$ cat src/core/sst_pkg.sv
// constants, opcodes and register map for the subtract, swap and table read slice
// assumes a 200 MHz hclk and a single AHB-Lite master
package sst_pkg;

    localparam int unsigned DATA_W = 8;
    localparam int unsigned ROM_W = 14;
    localparam int unsigned ROM_AW = 11;
    localparam int unsigned FREG_AW = 6;
    localparam int unsigned TPH_W = 3;
    localparam int unsigned TDH_W = 6;
    localparam int unsigned FLAG_W = 3;

    // register offsets, byte addresses
    localparam logic [7:0] OFS_ACC = 8'h00;
    localparam logic [7:0] OFS_FLAGS = 8'h04;
    localparam logic [7:0] OFS_TPH = 8'h08;
    localparam logic [7:0] OFS_TDH = 8'h0c;
    localparam logic [7:0] OFS_STATE = 8'h10;

    // flag field positions
    localparam int unsigned FLAG_C = 0;
    localparam int unsigned FLAG_DC = 1;
    localparam int unsigned FLAG_Z = 2;

    // reset values
    localparam logic [7:0] ACC_RST = 8'h00;
    localparam logic [2:0] FLAGS_RST = 3'h0;
    localparam logic [2:0] TPH_RST = 3'h0;
    localparam logic [5:0] TDH_RST = 6'h00;

    // instruction cycles
    localparam int unsigned SINGLE_CYCLES = 1;
    localparam int unsigned TABLE_CYCLES = 2;

    typedef enum logic [1:0] {
        SST_OP_SUB_REG = 2'b00,
        SST_OP_SUB_IMM = 2'b01,
        SST_OP_SWAP = 2'b10,
        SST_OP_TABLE = 2'b11
    } sst_op_t;

    typedef enum logic {
        SST_ST_RUN = 1'b0,
        SST_ST_TABLE = 1'b1
    } sst_state_t;

endpackage

$ cat src/core/sst_sub8.sv
// eight bit subtractor with zero, half-carry and carry flags
// assumes carry means no borrow, as on two's complement subtract
`timescale 1ns/1ps
module sst_sub8
    import sst_pkg::*;
(
    input wire logic [7:0] minuend,
    input wire logic [7:0] subtrahend,
    output logic [7:0] result,
    output logic flag_z,
    output logic flag_dc,
    output logic flag_c
);

    logic [8:0] full_sum;
    logic [4:0] low_sum;

    // minuend plus inverted subtrahend plus one
    assign full_sum = {1'b0, minuend} + {1'b0, ~subtrahend} + 9'h001;
    assign low_sum = {1'b0, minuend[3:0]} + {1'b0, ~subtrahend[3:0]} + 5'h01;
    assign result = full_sum[7:0];
    assign flag_z = (full_sum[7:0] == 8'h00);
    assign flag_dc = low_sum[4];
    assign flag_c = full_sum[8];

endmodule

$ cat src/core/sst_exec.sv
// execution slice: two subtracts, nibble swap and rom table read, plus an AHB-Lite register slave
// assumes decoder, file registers and program rom answer within the same cycle
//
// The implementer's own choices: the AHB-Lite register port and the placing of the registers.
`timescale 1ns/1ps
module sst_exec
    import sst_pkg::*;
(
    input wire logic hclk,
    input wire logic hresetn,
    input wire logic hsel,
    input wire logic [31:0] haddr,
    input wire logic [1:0] htrans,
    input wire logic hwrite,
    input wire logic [2:0] hsize,
    input wire logic [31:0] hwdata,
    input wire logic hready,
    output logic hreadyout,
    output logic [31:0] hrdata,
    output logic hresp,
    input wire logic instr_valid,
    input wire logic [1:0] instr_op,
    input wire logic [5:0] instr_reg_addr,
    input wire logic instr_dest,
    input wire logic [7:0] instr_imm,
    input wire logic [7:0] freg_rdata,
    output logic instr_stall,
    output logic freg_we,
    output logic [5:0] freg_waddr,
    output logic [7:0] freg_wdata,
    output logic rom_rd,
    output logic [10:0] rom_addr,
    input wire logic [13:0] rom_data,
    output logic [7:0] acc,
    output logic [2:0] flags
);

    ////////////////////////////////////////////////////////////////////////////////
    // state

    sst_state_t state;
    sst_state_t next_state;
    logic [2:0] table_pointer_high;
    logic [5:0] table_data_high;
    logic [7:0] next_acc;
    logic [2:0] next_flags;
    logic [2:0] next_table_pointer_high;
    logic [5:0] next_table_data_high;
    logic next_instr_stall;
    logic next_freg_we;
    logic [5:0] next_freg_waddr;
    logic [7:0] next_freg_wdata;
    logic next_rom_rd;
    logic [10:0] next_rom_addr;

    logic wr_pend;
    logic [7:0] wr_addr;
    logic next_wr_pend;
    logic [7:0] next_wr_addr;
    logic [31:0] next_hrdata;

    sst_op_t op;
    logic take;
    logic [7:0] sub_minuend;
    logic [7:0] sub_result;
    logic sub_z;
    logic sub_dc;
    logic sub_c;
    logic [7:0] swap_result;
    logic addr_phase;

    assign op = sst_op_t'(instr_op);
    assign take = instr_valid && !instr_stall && (state == SST_ST_RUN);
    assign addr_phase = hsel && hready && htrans[1];

    ////////////////////////////////////////////////////////////////////////////////
    // datapath

    // immediate or file register as minuend
    assign sub_minuend = (op == SST_OP_SUB_IMM) ? instr_imm : freg_rdata;

    sst_sub8 u_sub (
        .minuend(sub_minuend),
        .subtrahend(acc),
        .result(sub_result),
        .flag_z(sub_z),
        .flag_dc(sub_dc),
        .flag_c(sub_c)
    );

    assign swap_result = {freg_rdata[3:0], freg_rdata[7:4]};

    ////////////////////////////////////////////////////////////////////////////////
    // execution next values

    always_comb begin
        next_state = state;
        next_acc = acc;
        next_flags = flags;
        next_table_pointer_high = table_pointer_high;
        next_table_data_high = table_data_high;
        next_instr_stall = 1'b0;
        next_freg_we = 1'b0;
        next_freg_waddr = freg_waddr;
        next_freg_wdata = freg_wdata;
        next_rom_rd = 1'b0;
        next_rom_addr = rom_addr;
        // bus writes first, instruction results override them
        if (wr_pend) begin
            if (wr_addr == OFS_ACC) begin
                next_acc = hwdata[7:0];
            end else if (wr_addr == OFS_FLAGS) begin
                next_flags = hwdata[2:0];
            end else if (wr_addr == OFS_TPH) begin
                next_table_pointer_high = hwdata[2:0];
            end else if (wr_addr == OFS_TDH) begin
                next_table_data_high = hwdata[5:0];
            end
        end
        case (state)
            SST_ST_RUN: begin
                if (take) begin
                    case (op)
                        SST_OP_SUB_REG: begin
                            next_flags[FLAG_Z] = sub_z;
                            next_flags[FLAG_DC] = sub_dc;
                            next_flags[FLAG_C] = sub_c;
                            if (instr_dest) begin
                                next_freg_we = 1'b1;
                                next_freg_waddr = instr_reg_addr;
                                next_freg_wdata = sub_result;
                            end else begin
                                next_acc = sub_result;
                            end
                        end
                        SST_OP_SUB_IMM: begin
                            next_flags[FLAG_Z] = sub_z;
                            next_flags[FLAG_DC] = sub_dc;
                            next_flags[FLAG_C] = sub_c;
                            next_acc = sub_result;
                        end
                        SST_OP_SWAP: begin
                            if (instr_dest) begin
                                next_freg_we = 1'b1;
                                next_freg_waddr = instr_reg_addr;
                                next_freg_wdata = swap_result;
                            end else begin
                                next_acc = swap_result;
                            end
                        end
                        SST_OP_TABLE: begin
                            next_rom_rd = 1'b1;
                            next_rom_addr = {table_pointer_high, acc};
                            next_instr_stall = 1'b1;
                            next_state = SST_ST_TABLE;
                        end
                        default: begin
                            next_state = SST_ST_RUN;
                        end
                    endcase
                end
            end
            SST_ST_TABLE: begin
                next_acc = rom_data[7:0];
                next_table_data_high = rom_data[13:8];
                next_state = SST_ST_RUN;
            end
            default: begin
                next_state = SST_ST_RUN;
            end
        endcase
    end

    always_ff @(posedge hclk or negedge hresetn) begin
        if (!hresetn) begin
            state <= SST_ST_RUN;
            acc <= ACC_RST;
            flags <= FLAGS_RST;
            table_pointer_high <= TPH_RST;
            table_data_high <= TDH_RST;
            instr_stall <= 1'b0;
            freg_we <= 1'b0;
            freg_waddr <= 6'h00;
            freg_wdata <= 8'h00;
            rom_rd <= 1'b0;
            rom_addr <= 11'h000;
        end else begin
            state <= next_state;
            acc <= next_acc;
            flags <= next_flags;
            table_pointer_high <= next_table_pointer_high;
            table_data_high <= next_table_data_high;
            instr_stall <= next_instr_stall;
            freg_we <= next_freg_we;
            freg_waddr <= next_freg_waddr;
            freg_wdata <= next_freg_wdata;
            rom_rd <= next_rom_rd;
            rom_addr <= next_rom_addr;
        end
    end

    ////////////////////////////////////////////////////////////////////////////////
    // bus slave, zero wait states

    always_comb begin
        next_wr_pend = addr_phase && hwrite;
        next_wr_addr = addr_phase ? haddr[7:0] : wr_addr;
        next_hrdata = 32'h0000_0000;
        if (addr_phase && !hwrite) begin
            if (haddr[7:0] == OFS_ACC) begin
                next_hrdata = {24'h00_0000, acc};
            end else if (haddr[7:0] == OFS_FLAGS) begin
                next_hrdata = {29'h0000_0000, flags};
            end else if (haddr[7:0] == OFS_TPH) begin
                next_hrdata = {29'h0000_0000, table_pointer_high};
            end else if (haddr[7:0] == OFS_TDH) begin
                next_hrdata = {26'h000_0000, table_data_high};
            end else if (haddr[7:0] == OFS_STATE) begin
                next_hrdata = {31'h0000_0000, instr_stall};
            end
        end
    end

    always_ff @(posedge hclk or negedge hresetn) begin
        if (!hresetn) begin
            wr_pend <= 1'b0;
            wr_addr <= 8'h00;
            hrdata <= 32'h0000_0000;
            hreadyout <= 1'b1;
            hresp <= 1'b0;
        end else begin
            wr_pend <= next_wr_pend;
            wr_addr <= next_wr_addr;
            hrdata <= next_hrdata;
            hreadyout <= 1'b1;
            hresp <= 1'b0;
        end
    end

    ////////////////////////////////////////////////////////////////////////////////
    // checks

    logic [7:0] chk_reg_diff;
    logic [7:0] chk_imm_diff;
    logic chk_reg_nb;
    logic chk_imm_nb;
    logic chk_flag_wr;

    assign chk_reg_diff = freg_rdata - acc;
    assign chk_imm_diff = instr_imm - acc;
    assign chk_reg_nb = (freg_rdata >= acc);
    assign chk_imm_nb = (instr_imm >= acc);
    assign chk_flag_wr = wr_pend && (wr_addr == OFS_FLAGS);
endmodule

$ cat config.mk
export PLATFORM = sky130hd
export DESIGN_NAME = sst_exec
export DESIGN_NICKNAME = d
export VERILOG_FILES = /design/src/core/sst_pkg.sv /design/src/core/sst_sub8.sv /design/src/core/sst_exec.sv
export SDC_FILE = /design/constraint.sdc
export NUM_CORES = 1
export LEC_CHECK = 0
export BUFFER_PORTS_ARGS = -buffer_cell sky130_fd_sc_hd__buf_2
export CORE_UTILIZATION = 35
export DETAILED_ROUTE_END_ITERATION = 6
export PLACE_DENSITY = 0.6
export SYNTH_ARGS = -nofsm -noshare
export SYNTH_HDL_FRONTEND = slang
export SYNTH_SLANG_ARGS = --single-unit
$ cat constraint.sdc
create_clock -name hclk -period 6.2 [get_ports hclk]
set_clock_uncertainty 0.1 [all_clocks]
set_input_delay 1.86 -clock hclk [delete_from_list [all_inputs] [get_ports hclk]]
set_output_delay 1.86 -clock hclk [all_outputs]
set_load 0.01 [all_outputs]
==> results of run 1 <==
==> power groups by stage <==
stage / registers (W) / clock network (W) / logic (W)
floorplan: 0.000597 / 0 / 0.000291
global placement: 0.000573 / 0 / 0.000504
detailed placement: 0.000577 / 0 / 0.000510
CTS: 0.000570 / 0.000466 / 0.000512
global route: 0.000581 / 0.000481 / 0.000568
finish: 0.000569 / 0.000451 / 0.000509
==> registers in the layout, indices dropped and copies added, names as in the netlist <==
| signal | count |
|---|---|
| freg_we | 1 |
| freg_waddr | 6 |
| freg_wdata | 8 |
| table_data_high | 6 |
| rom_rd | 1 |
| rom_addr | 11 |
| flags | 3 |
| hrdata | 8 |
| acc | 8 |
| table_pointer_high | 3 |
| wr_addr | 8 |
| wr_pend | 1 |
==> critical path: cells and delay by family <==
| family | cells | cell delay [ns] |
|---|---|---|
| buffers and inverters | 1 | 0.20 |
| multiplexers | 1 | 0.43 |
| AND/OR/NAND/NOR | 4 | 1.34 |
| AO/OA/AOI/OAI | 3 | 0.67 |
| adder cells (fa/ha/maj) | 1 | 0.34 |
==> stage by stage <==
step / cell area (um^2) / worst slack (ns) / total power [W] / utilization, %
2_1_floorplan: 3760 / 1.80 / 0.000888 / -
3_3_place_gp: 4200 / 1.15 / 0.00108 / 41.0
3_5_place_dp: 4200 / 1.12 / 0.00109 / 41.0
4_1_cts: 4450 / 1.48 / 0.00155 / 43.5
5_1_grt: 4450 / 1.25 / 0.00163 / 43.5
6_report: 4450 / 1.47 / 0.00153 / 43.5
==> cells by family after synthesis <==
| family | Yosys count | synth area share (%) |
|---|---|---|
| simple gates | 117 | 15.0 |
| xor+xnor | 3 | 0.716 |
| mux | 44 | 13.0 |
| flops | 64 | 43.6 |
| buf+inv | 58 | 9.72 |
| compound gates | 82 | 14.1 |
| fa+ha+maj | 10 | 3.61 |
| other cells | 2 | 0.205 |
==> worst paths after layout <==
path	end	start
max	flags[2]$_DFF_PN0_	instr_op[0]
min	rom_addr[10]$_DFFE_PN0P_	rom_addr[10]$_DFFE_PN0P_
max reg2reg	flags[2]$_DFF_PN0_	acc[2]$_DFF_PN0_
min reg2reg	rom_addr[10]$_DFFE_PN0P_	rom_addr[10]$_DFFE_PN0P_
max in group asynchronous	wr_addr[4]$_DFFE_PN0P_	hresetn
min in group asynchronous	rom_addr[6]$_DFFE_PN0P_	hresetn
==> cells in the mapped netlist (all sizes together), types with 4 or more instances <==
cell type / number / area [um^2]
a211oi: 4 / 30.0
mux2: 27 / 308
buf: 30 / 236
nor3: 7 / 35.0
nor4: 6 / 37.5
mux2i: 17 / 170
nand2b: 6 / 37.5
ha: 9 / 113
nand3: 10 / 50.1
nor2: 24 / 92.6
inv: 16 / 60.1
nor2b: 5 / 31.3
clkbuf: 11 / 51.3
a21oi: 18 / 90.1
o21ai: 29 / 145
nand2: 49 / 184
a22oi: 5 / 37.5
a31oi: 9 / 56.3
dfrtp: 64 / 1600
==> layout make-up <==
class / instances / area share (%)
Timing Repair Buffer: 111 / 12.7
Sequential cell: 64 / 36.0
Tap cell: 136 / 3.82
Clock inverter: 6 / 2.59
Clock buffer: 10 / 3.09
Inverter: 16 / 1.35
Multi-Input combinational cell: 282 / 40.5
==> per-layer routing <==
metal	vias up	track usage [%]	routed length (um)
li1	1492	-	-
met1	1476	24.6	4490
met2	120	29.5	4490
met3	18	4.45	575
met4	0	8.57	255
met5	-	0	0
==> metrics.log, run 1 <==
[metrics] run status: completed
[metrics] Placeable Area: 10,200 um^2
[metrics] routed len/inst: 15.7 um
[metrics] y dimension of the die: 104 um
[metrics] synthesized instance count: 380
[metrics] GR Util All Layers: 18.8%
[metrics] final setup violation count: 0
[metrics] die footprint: 10,900 um^2
[metrics] final hold violations: 0
[metrics] HPWL after detailed placement: 7.56 mm
[metrics] residual DRC count: 0
[metrics] net count of the finished layout: 608
[metrics] worst hold path type: flop to flop
[metrics] die width: 104 um
[metrics] count of flip-flops with a built-in enable after synthesis: 0
[metrics] leading cell type in the layout, fill and taps excluded: sky130_fd_sc_hd__buf_2
[metrics] Via density: 4.97
[metrics] summed negative setup slack over all endpoints: 0 ns
[metrics] number of rows created at floorplan: 37
[metrics] post-cts sizing count: 0
[metrics] remaining global-route overflow: 0
[metrics] # H-tree levels: 3
[metrics] asr flop ratio synth: 100%
[metrics] worst setup slack for register-to-register paths: 3.72 ns
[metrics] number of cells traversed by the worst hold path: 2
[metrics] measured slew at the worst slew-check pin: 0.831 ns
[metrics] diode insertion count for antenna repair: 0
[metrics] sort of element at the start of the critical path: primary input
[metrics] violation count after the first detailed-route iteration: 121
[metrics] antenna violations before repair: 0
[metrics] area growth from synthesis to layout: 21.2%
[metrics] remaining antenna violation count: 0
[metrics] final weighted congestion in routability-driven placement: 0.861
[metrics] Required @ worst endpoint: 6.31 ns
[metrics] max-slew violation total from the final report: 0
[metrics] Setup CP Type: primary input to flop
[metrics] top library cells by usage in the layout, fill and taps aside: sky130_fd_sc_hd__buf_2 (108), sky130_fd_sc_hd__dfrtp_1 (64), sky130_fd_sc_hd__nand2_1 (49)
[metrics] wirelength, routed: 9.81 mm
[metrics] count of placed standard cells including taps: 609
[metrics] clock sink count: 64
[metrics] Clock Latency Late Sink: 0.34 ns
[metrics] Initial Utilization: 35.9%
[metrics] CP Capture Type: flop
[metrics] fill cell total of the finished layout: 1,047
[metrics] netlist area before placement: 3670 um^2
[metrics] largest voltage drop on the vdd net: 0.000133 V
[metrics] Post-CTS Hold Fix Bufs: 0
[metrics] Worst Path Max Fanout: 11
[metrics] iteration count of the initial detailed-routing pass: 4
[metrics] proportion of power drawn by flip-flops and latches: 37.2%
[metrics] critical path arrival: 4.84 ns
[metrics] Avg Cell Area, Syn: 9.66 um^2
[metrics] static leakage: 2.19 nW
[metrics] Sequential cell area: 1600 um^2
[metrics] flip-flop and latch count after synthesis: 64
[metrics] Reg clk slew, reported paths: 0.08 ns
[metrics] number of buffers inserted by port buffering: 108
[metrics] Slowest Stage Delay on Critical Path: 0.62 ns
[metrics] share of synthesized area occupied by flip-flops and latches: 43.6%
[metrics] Clk network pwr share: 29.5%
[metrics] vias after detailed routing: 3,106
[metrics] Post-Route Hold Slack: 0.377 ns
[metrics] Synth Flop Type: sky130_fd_sc_hd__dfrtp_1
[metrics] power density cells: 344 nW/um^2
[metrics] area used by multi-input combinational logic: 1800 um^2
[metrics] final cell count without fillers: 625
[metrics] final clock period utilization by the worst path: 76.3%
[metrics] cell chosen for the clock root: sky130_fd_sc_hd__clkbuf_8
[metrics] number of top-level design ports: 187
[metrics] share of total power consumed by net switching: 35.1%
[metrics] largest net degree at the start of global routing: 65
[metrics] cells along the critical path: buf_2 -> nor2b_1 -> mux2_2 -> ha_1 -> nor2b_1 -> o31a_1 -> o31a_1 -> nor3_1 -> nor3_1 -> o2bb2ai_1
[metrics] switching power of the nets: 0.000537 W
[metrics] global-route wire length before repair: 15.7 mm
[metrics] number of distinct library cells after synthesis: 46
[metrics] number of global-route vias before repair: 3,050
[metrics] Max transition margin: 44.6%
[metrics] CTS tree: done
[metrics] postcts setup bufs: 0
[metrics] cell-internal power: 0.000993 W
[metrics] clock buffers created by TritonCTS: 9
[metrics] maximum clock frequency: 211 MHz
[metrics] clock tree buffer depth: 2
[metrics] unrepaired setup endpoints after global routing: no
[metrics] Final Critical Period: 4.73 ns
[metrics] synthesis warning total: 0
[metrics] layout cell share with drive strength beyond 1: 32.5%
[metrics] worst reg2reg path depth: 8
[metrics] power share of the combinational group: 33.3%
[metrics] slowest CP cell: sky130_fd_sc_hd__nor2b_1
[metrics] total of max-cap violations: 0
Note: power is estimated with default switching activity, not from simulation.
==> run 2, diff against run 1 <==
--- a/config.mk
+++ b/config.mk
@@ -5,10 +5,11 @@
 export SDC_FILE = /design/constraint.sdc
 export NUM_CORES = 1
 export LEC_CHECK = 0
+export ABC_AREA = 1
 export BUFFER_PORTS_ARGS = -buffer_cell sky130_fd_sc_hd__buf_2
 export CORE_UTILIZATION = 35
 export DETAILED_ROUTE_END_ITERATION = 6
-export PLACE_DENSITY = 0.6
+export PLACE_DENSITY = 0.59
 export SYNTH_ARGS = -nofsm -noshare
 export SYNTH_HDL_FRONTEND = slang
 export SYNTH_SLANG_ARGS = --single-unit
==> constraint.sdc (replaced) <==
create_clock -name hclk -period 4.95 [get_ports hclk]
set_clock_uncertainty 0.1 [all_clocks]
set_input_delay 1.485 -clock hclk [delete_from_list [all_inputs] [get_ports hclk]]
set_output_delay 1.485 -clock hclk [all_outputs]
set_load 0.01 [all_outputs]
==> run 2 against run 1 <==
Net effect: die area grew 6.5%; core utilization fell by 0.27 points; global-route usage increased by 1.3 points; hold slack gained 0.0026 ns; sequential power rose by 21%; critical path depth rose by 5; synthesized cell count increased by 40%; combinational power grew 21%; first-iteration DRC count rose by 36%; clock power rose by 14%; area after synthesis grew 6.6%; flip-flop and latch count did not move; highest routed layer unchanged.
==> metrics.log, run 2 <==
[metrics] asr flop ratio synth: 100% (unchanged)
[metrics] run status: completed
[metrics] number of cells traversed by the worst hold path: 2 (unchanged)
[metrics] final weighted congestion in routability-driven placement: 0.973 (+13%)
[metrics] share of synthesized area occupied by flip-flops and latches: 40.9% (-2.7 points)
[metrics] max-slew violation total from the final report: 0 (unchanged)
[metrics] number of distinct library cells after synthesis: 39 (-15%)
[metrics] maximum clock frequency: 271 MHz
[metrics] GR Util All Layers: 20.2% (+1.3 points)
[metrics] main combinational cell family by area after synthesis: simple AND/OR/NAND/NOR gates
[metrics] residual DRC count: 0 (unchanged)
[metrics] final clock period utilization by the worst path: 74.5%
[metrics] mux share of post-synthesis cell area: 0.256% (-13 points)
[metrics] fill cell total of the finished layout: 1,157 (+11%)
[metrics] largest voltage drop on the vdd net: 0.000169 V (+27%)
[metrics] Post-Synth XOR/XNOR Area: 1.09% (+0.37 points)
[metrics] largest area contributor in the synthesized netlist: sky130_fd_sc_hd__dfrtp_1
[metrics] slowest CP cell: sky130_fd_sc_hd__mux2i_1
[metrics] adder-cell area share of the yosys netlist: 3.39% (-0.22 points)
[metrics] global-route wire length before repair: 17.8 mm (+13%)
[metrics] Initial Utilization: 35.9% (+0.065 points)
[metrics] Reg clk slew, reported paths: 0.08 ns (about the same)
[metrics] largest net degree at the start of global routing: 39 (-40%)
[metrics] compound-cell area share of the yosys netlist: 12.9% (-1.2 points)
[metrics] number of global-route vias before repair: 3,607 (+18%)
[metrics] flip-flop count of the largest register after layout: 11 (unchanged)
[metrics] routed len/inst: 14.1 um (-9.9%)
[metrics] met1 usage in global routing: 27.2% (+2.6 points)
[metrics] netlist area before placement: 3910 um^2 (+6.6%)
[metrics] CP Capture Type: flop
[metrics] dominant cell type by count on the critical path: sky130_fd_sc_hd__nand2_1
[metrics] top library cells by usage in the layout, fill and taps aside: sky130_fd_sc_hd__nand2_1 (155), sky130_fd_sc_hd__buf_2 (108), sky130_fd_sc_hd__dfrtp_1 (64)
[metrics] net count of the finished layout: 764 (+26%)
[metrics] remaining global-route overflow: 0 (unchanged)
[metrics] Avg Cell Area, Syn: 7.37 um^2 (-24%)
[metrics] synthesized instance count: 531 (+40%)
[metrics] HPWL after detailed placement: 8.79 mm (+16%)
[metrics] antenna violations before repair: 0 (unchanged)
[metrics] measured slew at the worst slew-check pin: 0.662 ns (-0.169 ns)
[metrics] static leakage: 2.62 nW (+20%)
[metrics] iteration count of the initial detailed-routing pass: 4 (unchanged)
[metrics] Placeable Area: 10,900 um^2 (+6.4%)
[metrics] post-cts sizing count: 0 (unchanged)
[metrics] violation count after the first detailed-route iteration: 164 (+36%)
[metrics] Final Critical Period: 3.69 ns
[metrics] synthesis warning total: 0 (unchanged)
[metrics] minimum setup slack after placement: 0.922 ns (-0.195 ns)
[metrics] die footprint: 11,600 um^2 (+6.5%)
[metrics] final setup violation count: 0 (unchanged)
[metrics] worst hold path type: flop to flop
[metrics] CTS tree: done
[metrics] summed negative setup slack over all endpoints: 0 ns (unchanged)
[metrics] critical path arrival: 3.80 ns (-1.04 ns)
[metrics] postcts setup bufs: 0 (unchanged)
[metrics] clock tree buffer depth: 2 (unchanged)
[metrics] y dimension of the die: 108 um (+3.2%)
[metrics] unrepaired setup endpoints after global routing: no
[metrics] crit path setup slack, layout: 1.26 ns (-0.202 ns)
[metrics] fraction of met2 tracks used by global routing: 32.6% (+3.0 points)
[metrics] Via density: 4.65 (-6.5%)
[metrics] cell chosen for the clock root: sky130_fd_sc_hd__clkbuf_8
[metrics] # H-tree levels: 3 (unchanged)
[metrics] leading cell type in the layout, fill and taps excluded: sky130_fd_sc_hd__nand2_1
[metrics] most frequent cell after synthesis: sky130_fd_sc_hd__nand2_1
[metrics] layout cell share with drive strength beyond 1: 24.7% (-7.8 points)
[metrics] Setup CP Type: primary input to flop
[metrics] vias after detailed routing: 3,642 (+17%)
[metrics] most frequent cells after synthesis: sky130_fd_sc_hd__nand2_1 (155), sky130_fd_sc_hd__dfrtp_1 (64), sky130_fd_sc_hd__inv_1 (55), sky130_fd_sc_hd__nor2_1 (42), sky130_fd_sc_hd__nand3_1 (30)
[metrics] grt peak-use layer: met2
[metrics] Synth top area share: 40.9% (-2.7 points)
[metrics] sort of element at the start of the critical path: primary input
[metrics] clock buffers created by TritonCTS: 9 (unchanged)
[metrics] Clock Latency Late Sink: 0.34 ns (about the same)
[metrics] register ranked first by flip-flop count: rom_addr
[metrics] largest cells by area after synthesis: sky130_fd_sc_hd__dfrtp_1 (41%), sky130_fd_sc_hd__nand2_1 (15%), sky130_fd_sc_hd__buf_4 (5.4%)
[metrics] Max transition margin: 55.9% (+11 points)
[metrics] die width: 108 um (+3.2%)
[metrics] worst reg2reg path depth: 10 (+2)
[metrics] basic-gate share of the synthesized area counting and, or, nand and nor cells: 27.8% (+13 points)
[metrics] post-layout utilization of the core: 43.2% (-0.27 points)
[metrics] Synth Flop Type: sky130_fd_sc_hd__dfrtp_1
[metrics] diode insertion count for antenna repair: 0 (unchanged)
[metrics] total power after layout: 0.00181 W (+19%)
[metrics] flip-flop and latch count after synthesis: 64 (unchanged)
[metrics] Worst Path Max Fanout: 11 (unchanged)
[metrics] number of rows created at floorplan: 38 (+2.7%)
[metrics] count of flip-flops with a built-in enable after synthesis: 0 (unchanged)
[metrics] total of max-cap violations: 0 (unchanged)
[metrics] remaining antenna violation count: 0 (unchanged)
[metrics] Slowest Stage Delay on Critical Path: 0.31 ns (-0.31 ns)
[metrics] final hold violations: 0 (unchanged)
[metrics] wirelength, routed: 11.1 mm (+13%)
[metrics] power density cells: 386 nW/um^2 (+12%)
[metrics] Required @ worst endpoint: 5.07 ns (-1.24 ns)
[metrics] Post-CTS Hold Fix Bufs: 0 (unchanged)
[metrics] clock sink count: 64 (unchanged)
[metrics] GRT met3 Usage: 3.45% (-1.0 points)
[metrics] area growth from synthesis to layout: 20.3%
[metrics] number of top-level design ports: 187 (unchanged)
[metrics] cells along the critical path: buf_2 -> inv_2 -> nor2_1 -> buf_4 -> mux2i_1 -> ha_1 -> fa_1 -> nand3b_1 -> nand2_1 -> nand2_1 -> nand2_1 -> nand2_1 -> a21oi_1 -> o21ai_0 -> nand2_1
[metrics] number of buffers inserted by port buffering: 108 (unchanged)
run 2: changes by cell type after synthesis, moves of 16 or more:
| cell | previous run | this run |
|---|---|---|
| sky130_fd_sc_hd__inv_1 | 16 | 55 |
| sky130_fd_sc_hd__mux2_2 | 26 | 0 |
| sky130_fd_sc_hd__mux2i_1 | 17 | 1 |
| sky130_fd_sc_hd__nand2_1 | 49 | 155 |
| sky130_fd_sc_hd__nand3_1 | 10 | 30 |
| sky130_fd_sc_hd__nor2_1 | 23 | 42 |
| sky130_fd_sc_hd__o21ai_1 | 0 | 17 |
run 2: final cells by class:
type | instances | area [um^2] | area share [%]
clock inverter | 3 | 65.1 | 1.38
multi-input combinational | 384 | 1870 | 39.8
tap | 140 | 175 | 3.72
inverter | 69 | 264 | 5.61
timing repair buffer | 112 | 571 | 12.1
sequential | 64 | 1600 | 34.0
clock buffer | 12 | 155 | 3.30
run 2: final timing paths:
kind,slack [ns],to,startpoint
max,1.26,flags[0]$_DFF_PN0_,instr_op[0]
min,0.38,freg_waddr[0]$_DFFE_PN0P_,freg_waddr[0]$_DFFE_PN0P_
max reg2reg,2.59,flags[0]$_DFF_PN0_,acc[0]$_DFF_PN0_
min reg2reg,0.38,freg_waddr[0]$_DFFE_PN0P_,freg_waddr[0]$_DFFE_PN0P_
max in group asynchronous,2.73,rom_addr[8]$_DFFE_PN0P_,hresetn
min in group asynchronous,1.06,freg_waddr[1]$_DFFE_PN0P_,hresetn
run 2: logic make-up (layout without fill, tap and decap cells):
kind of cell    after synthesis  in the layout
fa+ha+maj                    10             10
mux                           1              1
buf+inv                     107            196
compound gates               91             91
flops                        64             64
xor+xnor                      4              4
simple gates                252            252
other cells                   2             26
run 2: worst max-delay path: cells and delay by family:
family | cells | cell delay [ns]
AOI/OAI and AO/OA | 2 | 0.35
buffers and inverters | 3 | 0.41
and+or+nand+nor | 7 | 0.81
adders and majority gates | 2 | 0.44
muxes | 1 | 0.31
run 2: per-stage QoR:
stage,cell area [um^2],hold WS [ns],instances
2_1_floorplan,4000,0.353,555
3_3_place_gp,4490,0.353,769
3_5_place_dp,4490,0.362,769
4_1_cts,4710,0.383,784
5_1_grt,4710,0.397,784
6_report,4710,0.380,784
run 2: metal layers:
metal | part of all wire (%) | vias up | routed length (um)
li1 | - | 1857 | -
met1 | 46 | 1645 | 5140
met2 | 45 | 128 | 5040
met3 | 6.6 | 12 | 730
met4 | 1.6 | 0 | 175
met5 | 0 | - | 0
run 2: power breakdown:
part | switching (W) | internal [W]
Combinational | 0.000387 | 0.000226
Clock | 0.000207 | 0.000308
Sequential | 0.0000651 | 0.000621
==> run 3, diff against run 2 <==
==> constraint.sdc (replaced) <==
create_clock -name hclk -period 3.6 [get_ports hclk]
set_clock_uncertainty 0.1 [all_clocks]
set_input_delay 1.08 -clock hclk [delete_from_list [all_inputs] [get_ports hclk]]
set_output_delay 1.08 -clock hclk [all_outputs]
set_load 0.01 [all_outputs]
==> run 3 against run 2 <==
Net effect: core utilization up 0.22 points; register-to-register slack worse by 1.3 ns; via count up 4.4%; final area up 0.51%.
==> metrics.log, run 3 (same netlist as run 2, synthesis figures left out) <==
[metrics] register ranked first by flip-flop count: rom_addr
[metrics] maximum clock frequency: 314 MHz
[metrics] delay-heaviest family, CP: simple AND/OR/NAND/NOR gates
[metrics] top library cells by usage in the layout, fill and taps aside: sky130_fd_sc_hd__nand2_1 (155), sky130_fd_sc_hd__buf_2 (108), sky130_fd_sc_hd__dfrtp_1 (64)
[metrics] number of top-level design ports: 187 (unchanged)
[metrics] fraction of met2 tracks used by global routing: 32.8% (+0.27 points)
[metrics] dominant cell type by count on the critical path: sky130_fd_sc_hd__nand2_1
[metrics] clock tree buffer depth: 2 (unchanged)
[metrics] wirelength, routed: 11.3 mm (+2.1%)
[metrics] diode insertion count for antenna repair: 0 (unchanged)
[metrics] met1 usage in global routing: 27.5% (+0.26 points)
[metrics] final hold violations: 0 (unchanged)
[metrics] post-cts sizing count: 0 (unchanged)
[metrics] residual DRC count: 0 (unchanged)
[metrics] # H-tree levels: 3 (unchanged)
[metrics] worst setup slack for register-to-register paths: 1.29 ns (-1.30 ns)
[metrics] final clock period utilization by the worst path: 88.5%
[metrics] total power after layout: 0.00238 W (+31%)
[metrics] violation count after the first detailed-route iteration: 165 (+0.61%)
[metrics] largest net degree at the start of global routing: 48 (+23%)
[metrics] Required @ worst endpoint: 3.79 ns (-1.28 ns)
[metrics] die footprint: 11,600 um^2 (unchanged)
[metrics] sort of element at the start of the critical path: primary input
[metrics] Worst setup endpoint: flags[0]$_DFF_PN0_
[metrics] fill cell total of the finished layout: 1,174 (+1.5%)
[metrics] Initial Utilization: 35.9% (unchanged)
[metrics] worst reg2reg path depth: 10 (unchanged)
[metrics] number of buffers inserted by port buffering: 108 (unchanged)
[metrics] area growth from synthesis to layout: 20.9%
[metrics] worst path bufs/invs: 4 (+1)
[metrics] launching instance or port of the critical path: instr_op[1]
[metrics] logic depth of the worst path, buffers included: 15 (unchanged)
[metrics] die width: 108 um (unchanged)
[metrics] leading cell type in the layout, fill and taps excluded: sky130_fd_sc_hd__nand2_1
[metrics] final setup violation count: 0 (unchanged)
[metrics] number of global-route vias before repair: 3,750 (+4.0%)
[metrics] Clock Latency Late Sink: 0.35 ns (about the same)
[metrics] Slowest Stage Delay on Critical Path: 0.43 ns (+0.12 ns)
[metrics] worst hold path type: flop to flop
[metrics] slowest CP cell: sky130_fd_sc_hd__fa_1
[metrics] antenna violations before repair: 0 (unchanged)
[metrics] net count of the finished layout: 773 (+1.2%)
[metrics] vias after detailed routing: 3,802 (+4.4%)
[metrics] final weighted congestion in routability-driven placement: 0.921 (-5.3%)
[metrics] unrepaired setup endpoints after global routing: no
[metrics] GRT met3 Usage: 3.51% (+0.061 points)
[metrics] number of rows created at floorplan: 38 (unchanged)
[metrics] flip-flop count of the largest register after layout: 11 (unchanged)
[metrics] Max transition margin: 61.4% (+5.5 points)
[metrics] y dimension of the die: 108 um (unchanged)
[metrics] measured slew at the worst slew-check pin: 0.578 ns (-0.0836 ns)
[metrics] Setup CP Type: primary input to flop
[metrics] largest voltage drop on the vdd net: 0.000254 V (+50%)
[metrics] capture point of the worst reg-to-reg path: flags[0]$_DFF_PN0_
[metrics] worst reg2reg startpoint: acc[0]$_DFF_PN0_
[metrics] CTS tree: done
[metrics] Reg clk slew, reported paths: 0.07 ns (about the same)
[metrics] GR Util All Layers: 20.6% (+0.46 points)
[metrics] cell chosen for the clock root: sky130_fd_sc_hd__clkbuf_8
[metrics] power density cells: 503 nW/um^2 (+30%)
[metrics] grt peak-use layer: met2
[metrics] static leakage: 2.64 nW (+0.80%)
[metrics] summed negative setup slack over all endpoints: 0 ns (unchanged)
[metrics] Via density: 4.79 (+3.1%)
[metrics] total of max-cap violations: 0 (unchanged)
[metrics] remaining global-route overflow: 0 (unchanged)
[metrics] postcts setup bufs: 0 (unchanged)
[metrics] layout cell share with drive strength beyond 1: 25.8% (+1.2 points)
[metrics] HPWL after detailed placement: 8.96 mm (+2.0%)
[metrics] global-route wire length before repair: 18.3 mm (+2.9%)
[metrics] clock sink count: 64 (unchanged)
[metrics] CP Capture Type: flop
[metrics] remaining antenna violation count: 0 (unchanged)
[metrics] cells along the critical path: buf_2 -> nor2_1 -> buf_4 -> inv_1 -> o21ai_1 -> inv_1 -> fa_1 -> nand3b_1 -> nand2_1 -> nand2_1 -> nand2_1 -> nand2_1 -> a21oi_1 -> o21ai_0 -> nand2_1
[metrics] iteration count of the initial detailed-routing pass: 4 (unchanged)
[metrics] Final Critical Period: 3.19 ns
[metrics] critical path arrival: 3.37 ns (-0.43 ns)
[metrics] Placeable Area: 10,900 um^2 (unchanged)
[metrics] run status: completed
[metrics] clock buffers created by TritonCTS: 9 (unchanged)
[metrics] Post-CTS Hold Fix Bufs: 0 (unchanged)
[metrics] Worst Path Max Fanout: 5 (-6)
[metrics] max-slew violation total from the final report: 0 (unchanged)
[metrics] routed len/inst: 14.3 um (+0.77%)
run 3: cell types whose count changed in the layout (fill, tap and decap cells not counted):
cell,change
sky130_fd_sc_hd__clkbuf_8,-2
sky130_fd_sc_hd__buf_12,+1
sky130_fd_sc_hd__clkinvlp_4,+1
sky130_fd_sc_hd__bufinv_16,-2
sky130_fd_sc_hd__buf_4,+8
sky130_fd_sc_hd__clkinv_4,+1
sky130_fd_sc_hd__clkinv_2,+3
run 3: cell type report:
type	count	area, um^2	share of cell area (%)
Clock buffer	10	128	2.70
Timing Repair Buffer	121	651	13.8
Sequential cell	64	1600	33.9
Multi-Input combinational cell	384	1870	39.6
Tap cell	140	175	3.70
Inverter	69	264	5.58
Clock inverter	6	36.3	0.767
run 3: worst min-delay path, stage by stage, from the launching register on:
cell and delay, ns:
sky130_fd_sc_hd__dfrtp_1 0.35, sky130_fd_sc_hd__nand2_1 0.05, sky130_fd_sc_hd__nand2_1 0.04
run 3: power by group:
part	total, W	switching (W)	internal, W
clock	0.000549	0.000303	0.000246
sequential	0.000945	0.0000915	0.000853
combinational	0.000886	0.000543	0.000343
total	0.00238	0.000938	0.00144
run 3: metal layers:
metal	up-vias	wire, um	share of wire, %
li1	1877	-	-
met1	1763	5220	46
met2	141	5070	45
met3	21	682	6.0
met4	0	336	3.0
met5	-	0	0
run 3: worst min path at each step:
stage / start / end / slack, ns / cells past startpoint
final: freg_waddr[5]$_DFFE_PN0P_ / freg_waddr[5]$_DFFE_PN0P_ / 0.37 / 2
after global routing: freg_waddr[0]$_DFFE_PN0P_ / freg_waddr[0]$_DFFE_PN0P_ / 0.40 / 2
after CTS: freg_waddr[5]$_DFFE_PN0P_ / freg_waddr[5]$_DFFE_PN0P_ / 0.38 / 2
after detailed placement: freg_waddr[5]$_DFFE_PN0P_ / freg_waddr[5]$_DFFE_PN0P_ / 0.36 / 2
after global placement: freg_waddr[3]$_DFFE_PN0P_ / freg_waddr[3]$_DFFE_PN0P_ / 0.35 / 2
after floorplan: table_pointer_high[0]$_DFFE_PN0P_ / table_pointer_high[0]$_DFFE_PN0P_ / 0.35 / 2
run 3: stage by stage:
step | area, um^2 | utilization (%) | hold slack [ns] | cells | setup slack (ns)
after floorplan | 4000 | - | 0.353 | 555 | 0.568
after global placement | 4570 | 41.9 | 0.351 | 778 | 0.0950
after detailed placement | 4570 | 41.9 | 0.360 | 778 | 0.0530
after CTS | 4730 | 43.4 | 0.378 | 794 | 0.404
after global routing | 4730 | 43.4 | 0.400 | 794 | 0.195
final | 4730 | 43.4 | 0.373 | 794 | 0.415
